--- config.mk ---
export PLATFORM = sky130hd
export DESIGN_NAME = playback_gain_path
export DESIGN_NICKNAME = d
export VERILOG_FILES = /design/src/common/playback_gain_path_pkg.sv /design/src/rtl/sample_fifo.sv /design/src/rtl/playback_gain_path.sv
export VERILOG_INCLUDE_DIRS = /design/src /design/src/common
export SDC_FILE = /design/constraint.sdc
export NUM_CORES = 2
export LEC_CHECK = 0
export BUFFER_PORTS_ARGS = -buffer_cell sky130_fd_sc_hd__buf_2
export CORE_MARGIN = 4
export CORE_UTILIZATION = 38
export CTS_BUF_LIST = sky130_fd_sc_hd__clkbuf_8
export DETAILED_ROUTE_END_ITERATION = 6
export PLACE_DENSITY = 0.57
export RECOVER_POWER = 50
export SYNTH_ARGS = -nofsm -noshare
export SYNTH_HDL_FRONTEND = slang
export SYNTH_SLANG_ARGS = --single-unit
--- constraint.sdc ---
create_clock -name clk_i -period 15 [get_ports clk_i]
set_input_delay 0 -clock clk_i [delete_from_list [all_inputs] [get_ports clk_i]]
set_output_delay 0 -clock clk_i [all_outputs]
set_load 0.01 [all_outputs]
--- src/common/playback_gain_path_consts.svh ---
`ifndef PLAYBACK_GAIN_PATH_CONSTS_SVH
`define PLAYBACK_GAIN_PATH_CONSTS_SVH
`define VOL_MAX_CODE 8'hc8
`define VOL_RESET 8'h00
`define RAMP_1 2'b00
`define RAMP_4 2'b01
`define RAMP_8 2'b10
`define RAMP_OFF 2'b11
`define RAMP_PER_1 4'h1
`define RAMP_PER_4 4'h4
`define RAMP_PER_8 4'h8
`define HPF_BYPASS 3'b000
`define HPF_RESET 3'b001
`define HPF_RESERVED 3'b111
`define LEVEL_RESET 5'h10
`define LEVEL_MAX 5'h14
`define SRC_PCM 1'b0
`define SRC_PDM 1'b1
`define REG_CTRL 4'h0
`define REG_PCM_VOL 4'h1
`define REG_PDM_VOL 4'h2
`define REG_LEVEL 4'h3
`define REG_STATUS 4'h4
`define REG_PCM_APPLIED 4'h5
`define REG_PDM_APPLIED 4'h6
// Control register fields
`define CTRL_HPF_LSB 0
`define CTRL_RAMP_LSB 3
`define CTRL_SRC_BIT 5
// Attenuation table: gain per 6 dB octave, 0.5 dB fraction steps (Q15)
`define GAIN_ONE 16'h8000
`endif

--- src/common/playback_gain_path_pkg.sv ---
package playback_gain_path_pkg;
  typedef logic [7:0] vol_code_t;
  typedef logic [2:0] hpf_sel_t;
  typedef logic [1:0] ramp_sel_t;
  typedef logic [4:0] level_code_t;
endpackage

--- src/rtl/sample_fifo.sv ---
`timescale 1ns/10ps
`default_nettype none
module sample_fifo #(
  parameter int WIDTH = 24,
  parameter int DEPTH = 4
) (
  input wire logic clk_i,
  input wire logic sys_rst_i,
  input wire logic [WIDTH-1:0] in_data_i,
  input wire logic in_valid_i,
  output logic in_ready_o,
  output logic [WIDTH-1:0] out_data_o,
  output logic out_valid_o,
  input wire logic out_ready_i
);
  localparam int AW = $clog2(DEPTH);
  initial
  begin
    if (DEPTH < 2 || (1 << AW) != DEPTH)
      $error("sample_fifo depth must be a power of two");
  end
  logic [WIDTH-1:0] mem [DEPTH];
  logic [AW:0] wr_reg;
  logic [AW:0] rd_reg;
  wire push = in_valid_i && in_ready_o;
  wire pop = out_valid_o && out_ready_i;
  assign in_ready_o = (wr_reg - rd_reg) != (AW+1)'(DEPTH);
  assign out_valid_o = wr_reg != rd_reg;
  assign out_data_o = mem[rd_reg[AW-1:0]];
  always_ff @(posedge clk_i)
  begin
    if (push)
      mem[wr_reg[AW-1:0]] <= in_data_i;
  end
  always_ff @(posedge clk_i)
  begin
    if (sys_rst_i)
    begin
      wr_reg <= '0;
      rd_reg <= '0;
    end
    else
    begin
      if (push)
        wr_reg <= wr_reg + 1'b1;
      if (pop)
        rd_reg <= rd_reg + 1'b1;
    end
  end
endmodule
`default_nettype wire

--- src/rtl/playback_gain_path.sv ---
// Overview of operation
// RULE_01 - Highpass filter on PCM path only
// RULE_02 - Corner code zero bypasses the filter
// RULE_03 - Corner codes select 2 to 800 Hz
// RULE_04 - Separate volume for PCM and PDM
// RULE_05 - Volume code attenuates half dB per count
// RULE_06 - Codes above 0xc8 mute the path
// RULE_07 - Volume changes ramp toward new code
// RULE_08 - Ramp step every 1, 4, 8 samples
// RULE_09 - Ramp code 11 applies volume directly
// RULE_10 - Output level code sets full scale
// RULE_11 - Output equals input plus volume plus level
// RULE_12 - Source select picks PCM or PDM
// RULE_13 - Settings change only at sample boundaries; the code drives level_reg to amp_level_o as soon as it is written
//
// Added by the designer: strobed register access and the register addresses.
`include "playback_gain_path_consts.svh"
`timescale 1ns/10ps
`default_nettype none
module playback_gain_path #(
  parameter int WIDTH = 24,
  parameter int FIFO_DEPTH = 4
) (
  input wire logic clk_i,
  input wire logic sys_rst_i,
  input wire logic [3:0] reg_addr_i,
  input wire logic [7:0] reg_wdata_i,
  input wire logic reg_wr_i,
  input wire logic reg_rd_i,
  output logic [7:0] reg_rdata_o,
  input wire logic [WIDTH-1:0] pcm_data_i,
  input wire logic pcm_valid_i,
  output logic pcm_ready_o,
  input wire logic [WIDTH-1:0] pdm_data_i,
  input wire logic pdm_valid_i,
  output logic pdm_ready_o,
  output logic [WIDTH-1:0] out_data_o,
  output logic out_valid_o,
  input wire logic out_ready_i,
  output logic [4:0] amp_level_o
);
  initial
  begin
    if (WIDTH < 16 || WIDTH > 32)
      $error("playback_gain_path width out of range");
  end
  localparam int AW = WIDTH + 16;

  // Registers
  playback_gain_path_pkg::hpf_sel_t highpass_corner_sel_reg;
  playback_gain_path_pkg::ramp_sel_t ramp_rate_reg;
  logic playback_source_sel_reg;
  playback_gain_path_pkg::vol_code_t pcm_volume_code_reg;
  playback_gain_path_pkg::vol_code_t pdm_volume_code_reg;
  playback_gain_path_pkg::level_code_t level_reg;
  // Values latched at sample boundary; rdata_reg is latched every clock, from the read mux during a read and zero otherwise
  playback_gain_path_pkg::hpf_sel_t hpf_act_reg;
  playback_gain_path_pkg::vol_code_t pcm_applied_reg;
  playback_gain_path_pkg::vol_code_t pdm_applied_reg;
  logic [3:0] ramp_cnt_reg;
  logic signed [WIDTH-1:0] prev_in_reg;
  logic signed [AW-1:0] hpf_y_reg;
  logic [7:0] rdata_reg;

  // Attenuation: 6 dB per 12 codes is a shift, the remainder a table
  function automatic logic [15:0] frac_gain(input logic [3:0] r);
    case (r)
      4'h0: frac_gain = 16'h8000;
      4'h1: frac_gain = 16'h78d6;
      4'h2: frac_gain = 16'h7214;
      4'h3: frac_gain = 16'h6bb2;
      4'h4: frac_gain = 16'h65ac;
      4'h5: frac_gain = 16'h5ffc;
      4'h6: frac_gain = 16'h5a9d;
      4'h7: frac_gain = 16'h558c;
      4'h8: frac_gain = 16'h50c3;
      4'h9: frac_gain = 16'h4c3e;
      4'ha: frac_gain = 16'h47fa;
      4'hb: frac_gain = 16'h43f4;
      default: frac_gain = 16'h0000;
    endcase
  endfunction

  function automatic logic signed [WIDTH-1:0] apply_vol(
    input logic signed [WIDTH-1:0] s, input logic [7:0] code);
    logic signed [AW-1:0] prod;
    logic [4:0] shift;
    logic [3:0] rem;
    prod = '0;
    shift = 5'(code / 8'd12);
    rem = 4'(code % 8'd12);
    if (code > `VOL_MAX_CODE) // [RULE_06]
      apply_vol = '0;
    else
    begin
      prod = AW'(s) * $signed({1'b0, frac_gain(rem)}); // [RULE_05]
      prod = prod >>> (15 + shift);
      apply_vol = prod[WIDTH-1:0];
    end
  endfunction

  // One-pole DC blocker; pole set by shift k
  function automatic logic [3:0] hpf_shift(input logic [2:0] sel);
    case (sel)
      3'b001: hpf_shift = 4'd13;
      3'b010: hpf_shift = 4'd8;
      3'b011: hpf_shift = 4'd7;
      3'b100: hpf_shift = 4'd6;
      3'b101: hpf_shift = 4'd5;
      3'b110: hpf_shift = 4'd4;
      default: hpf_shift = 4'd13;
    endcase
  endfunction

  function automatic logic [7:0] ramp_step(
    input logic [7:0] cur, input logic [7:0] tgt);
    if (cur < tgt)
      ramp_step = cur + 8'h01;
    else if (cur > tgt)
      ramp_step = cur - 8'h01;
    else
      ramp_step = cur;
  endfunction

  // Input FIFO for the selected source
  // Each word carries its source bit, so words already queued keep
  // their own path across a source switch
  logic [WIDTH:0] fifo_in_data;
  logic fifo_in_valid;
  logic fifo_in_ready;
  logic [WIDTH:0] fifo_data;
  logic fifo_valid;
  logic fifo_ready;
  assign fifo_in_data = playback_source_sel_reg
                        ? {`SRC_PDM, pdm_data_i}
                        : {`SRC_PCM, pcm_data_i};
  assign fifo_in_valid = playback_source_sel_reg ? pdm_valid_i
                                                 : pcm_valid_i; // [RULE_12]
  assign pcm_ready_o = !playback_source_sel_reg && fifo_in_ready;
  assign pdm_ready_o = playback_source_sel_reg && fifo_in_ready;

  sample_fifo #(.WIDTH(WIDTH + 1), .DEPTH(FIFO_DEPTH)) u_fifo (
    .clk_i(clk_i),
    .sys_rst_i(sys_rst_i),
    .in_data_i(fifo_in_data),
    .in_valid_i(fifo_in_valid),
    .in_ready_o(fifo_in_ready),
    .out_data_o(fifo_data),
    .out_valid_o(fifo_valid),
    .out_ready_i(fifo_ready)
  );

  // Sample boundary: one sample processed per FIFO pop
  wire sample_go = fifo_valid && fifo_ready;
  assign fifo_ready = !out_valid_o || out_ready_i;

  wire src_word = fifo_data[WIDTH];
  wire signed [WIDTH-1:0] x = fifo_data[WIDTH-1:0];
  wire [3:0] k = hpf_shift(hpf_act_reg);
  wire signed [AW-1:0] hpf_sum = hpf_y_reg + AW'(x) - AW'(prev_in_reg)
                                  - (hpf_y_reg >>> k);
  wire hpf_on = (src_word == `SRC_PCM) && (hpf_act_reg != `HPF_BYPASS);
  wire signed [WIDTH-1:0] hpf_out = hpf_on ? hpf_sum[WIDTH-1:0]
                                           : x; // [RULE_01] [RULE_02] [RULE_03]
  wire [7:0] vol_use = (src_word == `SRC_PDM) ? pdm_applied_reg
                                                 : pcm_applied_reg; // [RULE_04]
  wire signed [WIDTH-1:0] vol_out = apply_vol(hpf_out, vol_use); // [RULE_11]

  wire [3:0] ramp_per = (ramp_rate_reg == `RAMP_4) ? `RAMP_PER_4 :
                        (ramp_rate_reg == `RAMP_8) ? `RAMP_PER_8 : `RAMP_PER_1;
  wire ramp_tick = (ramp_cnt_reg + 4'h1) >= ramp_per; // [RULE_08]
  wire ramp_off = ramp_rate_reg == `RAMP_OFF;

  // Register decode
  wire wr_ctrl = reg_wr_i && reg_addr_i == `REG_CTRL;
  wire wr_pcm = reg_wr_i && reg_addr_i == `REG_PCM_VOL;
  wire wr_pdm = reg_wr_i && reg_addr_i == `REG_PDM_VOL;
  wire wr_lvl = reg_wr_i && reg_addr_i == `REG_LEVEL;
  wire [7:0] ctrl_val = {2'b00, playback_source_sel_reg, ramp_rate_reg,
                         highpass_corner_sel_reg};
  wire [7:0] rd_mux =
    (reg_addr_i == `REG_CTRL) ? ctrl_val :
    (reg_addr_i == `REG_PCM_VOL) ? pcm_volume_code_reg :
    (reg_addr_i == `REG_PDM_VOL) ? pdm_volume_code_reg :
    (reg_addr_i == `REG_LEVEL) ? {3'b000, level_reg} :
    (reg_addr_i == `REG_STATUS) ? {6'h00, fifo_valid, !fifo_in_ready} :
    (reg_addr_i == `REG_PCM_APPLIED) ? pcm_applied_reg :
    (reg_addr_i == `REG_PDM_APPLIED) ? pdm_applied_reg : 8'h00;
  assign reg_rdata_o = rdata_reg;
  assign amp_level_o = level_reg; // [RULE_10]

  always_ff @(posedge clk_i)
  begin
    if (sys_rst_i)
    begin
      highpass_corner_sel_reg <= `HPF_RESET;
      ramp_rate_reg <= `RAMP_1;
      playback_source_sel_reg <= `SRC_PCM;
      pcm_volume_code_reg <= `VOL_RESET;
      pdm_volume_code_reg <= `VOL_RESET;
      level_reg <= `LEVEL_RESET;
      rdata_reg <= 8'h00;
    end
    else
    begin
      rdata_reg <= reg_rd_i ? rd_mux : 8'h00;
      if (wr_ctrl)
      begin
        if (reg_wdata_i[`CTRL_HPF_LSB +: 3] != `HPF_RESERVED)
          highpass_corner_sel_reg <= reg_wdata_i[`CTRL_HPF_LSB +: 3];
        ramp_rate_reg <= reg_wdata_i[`CTRL_RAMP_LSB +: 2];
        playback_source_sel_reg <= reg_wdata_i[`CTRL_SRC_BIT];
      end
      if (wr_pcm)
        pcm_volume_code_reg <= reg_wdata_i;
      if (wr_pdm)
        pdm_volume_code_reg <= reg_wdata_i;
      if (wr_lvl && reg_wdata_i[4:0] <= `LEVEL_MAX)
        level_reg <= reg_wdata_i[4:0];
    end
  end

  // Sample-boundary updates of applied settings and filter state
  always_ff @(posedge clk_i)
  begin
    if (sys_rst_i)
    begin
      hpf_act_reg <= `HPF_RESET;
      pcm_applied_reg <= `VOL_RESET;
      pdm_applied_reg <= `VOL_RESET;
      ramp_cnt_reg <= 4'h0;
      prev_in_reg <= '0;
      hpf_y_reg <= '0;
    end
    else if (sample_go) // [RULE_13]
    begin
      hpf_act_reg <= highpass_corner_sel_reg;
      prev_in_reg <= x;
      hpf_y_reg <= hpf_on ? hpf_sum : '0;
      ramp_cnt_reg <= ramp_tick ? 4'h0 : ramp_cnt_reg + 4'h1;
      if (ramp_off) // [RULE_09]
      begin
        pcm_applied_reg <= pcm_volume_code_reg;
        pdm_applied_reg <= pdm_volume_code_reg;
      end
      else if (ramp_tick) // [RULE_07]
      begin
        pcm_applied_reg <= ramp_step(pcm_applied_reg, pcm_volume_code_reg);
        pdm_applied_reg <= ramp_step(pdm_applied_reg, pdm_volume_code_reg);
      end
    end
  end

  always_ff @(posedge clk_i)
  begin
    if (sys_rst_i)
    begin
      out_valid_o <= 1'b0;
      out_data_o <= '0;
    end
    else if (fifo_ready)
    begin
      out_valid_o <= fifo_valid;
      if (fifo_valid)
        out_data_o <= vol_out;
    end
  end
endmodule
`default_nettype wire

==> run_results.csv <==
group,metric,value,unit
run_status,status,"finished, violations left",
run_status,violations,"capacitance limit, slew limit",
critical_path,r2r_cells,43,
clocking,clkSlewWorstSetupHoldPaths,70,ps
min_path,worstHoldStart,"reg_wdata_i[5]",
sta,period_share,0.939,
clocking,cts_sinks,255,
critical_path,critPathRequiredTime,15550,ps
synthesis,yosysWarnings,0,
global_route,grt_usage,0.218,
die,die_h,306,microns
synthesis,synth-async-reset-ratio,0,
detailed_routing,drt_wl_total,101000,microns
critical_path,cp_top_family,"compound AO/OA/AOI/OAI gates",
placed_design,dp_hpwl,79400,microns
min_path,whs_path_depth,4,
clocking,root_buffer,"clkbuf_8",
die,start_util,0.383,
critical_path,max_stage_delay,740,ps
critical_path,cp_max_fo,19,
synthesis,synth_edf_count,100,
critical_path,rr_endpoint,"out_data_o[14]",
sta,hold_viol,0,
critical_path,crit_path_frequent_cell,"fa_1",
clocking,cts_max_path_buffers,3,
final_layout,drive_above_1_share,0.0806,
critical_path,ff2ff_setup_slack,910,ps
detailed_routing,ant_nets,0,
detailed_routing,remaining_drc_errors,0,
die,pin_count,107,
clocking,clk_latency,660,ps
synthesis,syn-cell-area,33800,sq um
sta,fin_crit,14090,ps
min_path,hold_end,"pcm_volume_code_reg[5]",
critical_path,cp_slowest_cell,"a21oi_1",
clocking,cts_tree,"yes",
sta,skew,55.1,ps
die,coreArea,88200,sq um
global_route,overflow,0,
critical_path,critPathArrivalTime,14640,ps
clocking,cts_setup_buffers,0,
critical_path,crit_path_start_kind,"flip-flop",
global_route,grt_pass1_vias,29100,
final_layout,largest_reg_flops,100,
global_route,grt_busiest_layer,"met2",
sta,finalSetupTns,0,ps
synthesis,avgSynthCellArea,8.60,sq um
placed_design,gp_congestion,0.954,
global_route,met1_usage,0.300,
final_layout,areaGrowthSynthToFinish,10.1,%
detailed_routing,num_vias,28200,
synthesis,syn_nets,4635,
placed_design,io_buffers,106,
die,rows,109,
final_layout,layout_common_cells,"inv_1 (669), nand2_1 (491), fa_1 (452)",
clocking,htree_levels,2,
min_path,min_path_type,"in2reg",
critical_path,end_kind,"flip-flop",
sta,relSlewSlack,-0.849,
detailed_routing,vias_per_cell,5.39,
critical_path,critPathKind,"reg2reg",
final_layout,layout.nets,4743,
sta,drv_slew,215,
die,fp.dieW,306,microns
final_layout,postLayoutCoreUtil,0.421,
run,max_cap_violations,6,
synthesis,yosysSeqAreaShare,0.181,
global_route,use_met3,0.0283,
critical_path,worstReg2RegStart,"hpf_act_reg[0]",
global_route,grt_pass1_wl,164000,microns
synthesis,syn_inst,3925,
sta,worst_slew_pin_slew,2770,ps
synthesis,ys.flop_type,"dfxtp_1",
synthesis,ys_types,97,
clocking,numCtsBuffers,46,
sta,setup_viol,0,
sta,fmax,0.0710,GHz
final_layout,layout_commonest_cell,"inv_1",
synthesis,synth_seq_cells,255,
global_route,antenna_found_initial,1,
global_route,met2_usage,0.363,
sta,rsz0062_at_grt,"no",
detailed_routing,wl_per_cell,19.3,microns
detailed_routing,first_iter_violations,2234,
die,die_area,93700,sq um
global_route,grt_max_degree,66,
critical_path,critPathBufInv,6,
detailed_routing,dr.pass1.iters,6,
## kinds of logic (layout without fill, tap and decap cells)
logic type | count (synthesis) | count (layout) | share of synthesized area
xor+xnor | 95 | 95 | 0.0246
simple gates | 1160 | 1160 | 0.146
fa+ha+maj | 643 | 643 | 0.339
compound gates | 776 | 776 | 0.151
mux | 159 | 159 | 0.0626
other cells | 0 | 1 | 0
flops | 255 | 255 | 0.181
buf+inv | 837 | 982 | 0.0957
## cell type report
type,count,area [sq um]
well taps,1165,1460
diodes,1,2.50
flip-flops and latches,255,6110
clock inverters,37,319
clock buffers,48,661
fillers,8896,51100
inverters,658,2470
repair buffers,239,1630
multi-input cells,2833,24500
## metrics by stage
stage / setup slack [ps] / instance area [sq um] / hold slack (ps) / std cells
2_1_floorplan: 2840 / 33800 / 118 / 3925
4_1_cts: 824 / 37200 / 196 / 5235
3_5_place_dp: 920 / 35500 / 311 / 5080
6_report: 910 / 37200 / 238 / 5236
5_1_grt: 3.35 / 37200 / 232 / 5236
3_3_place_gp: 1130 / 35500 / 308 / 5080
## Yosys cell counts, types with 7 or more instances
master | count | area, sq um
nor2b_1 | 17 | 106
nand4_1 | 22 | 138
buf_2 | 20 | 100
a31oi_1 | 23 | 144
or2_2 | 17 | 106
clkbuf_1 | 133 | 499
mux2_2 | 39 | 439
nor2_1 | 389 | 1460
a221o_1 | 8 | 80.1
and3_1 | 19 | 119
inv_1 | 656 | 2460
o21a_1 | 14 | 105
a22o_1 | 26 | 228
ha_1 | 191 | 2390
nand3_1 | 75 | 375
o21ai_1 | 8 | 40.0
o221ai_1 | 12 | 105
nand2_1 | 492 | 1850
o21ai_0 | 91 | 455
xnor2_1 | 57 | 499
o31ai_1 | 12 | 90.1
mux4_2 | 36 | 811
nor4_1 | 7 | 43.8
a211o_1 | 12 | 105
buf_1 | 18 | 67.6
o211ai_1 | 26 | 195
o21bai_1 | 13 | 97.6
edfxtp_1 | 100 | 3000
a21oi_1 | 278 | 1390
a22oi_1 | 23 | 173
nor3_1 | 39 | 195
and2_1 | 24 | 150
nand2b_1 | 30 | 188
xor2_1 | 38 | 333
or3_1 | 12 | 75.1
a32oi_1 | 9 | 78.8
a21o_1 | 58 | 435
fa_1 | 452 | 9050
mux2i_1 | 81 | 811
o22ai_1 | 28 | 175
a21boi_0 | 7 | 52.6
a221oi_1 | 8 | 70.1
a211oi_1 | 52 | 390
dfxtp_1 | 155 | 3100
## routing by layer
layer,vias to the layer above,routed length [microns]
li1,13200,-
met1,14000,45000
met2,906,47200
met3,176,6050
met4,0,2800
met5,-,0
## worst register-to-register path: cells and delay by family (launching register included)
family / cells / cell delay [ps]
AO/OA/AOI/OAI: 18 / 5320
adder cells (fa/ha/maj): 10 / 4750
buffers and inverters: 6 / 500
flip-flops: 1 / 700
multiplexers: 2 / 930
AND/OR/NAND/NOR: 7 / 1800
## how the worst max path moves through the flow
| stage | start | endpoint | slack [ps] | depth (start not counted) |
|---|---|---|---|---|
| 3_5_place_dp | hpf_act_reg[0] | out_data_o[8] | 920 | 39 |
| 3_3_place_gp | hpf_act_reg[0] | out_data_o[8] | 1130 | 43 |
| 5_1_grt | hpf_act_reg[0] | out_data_o[14] | 3 | 44 |
| 4_1_cts | hpf_act_reg[0] | out_data_o[8] | 820 | 39 |
| 2_1_floorplan | hpf_act_reg[0] | out_data_o[14] | 2840 | 46 |
| 6_report | hpf_act_reg[0] | out_data_o[14] | 910 | 43 |
## timing repair
item	in CTS	in global routing
endpoints found under the setup margin	0	14
hold buffers	70	0
gates resized for setup	0	6
hold endpoints to repair	170	0
Power is not shown: default switching activity piles up to over one toggle a cycle in this logic, so the estimate is an artifact.
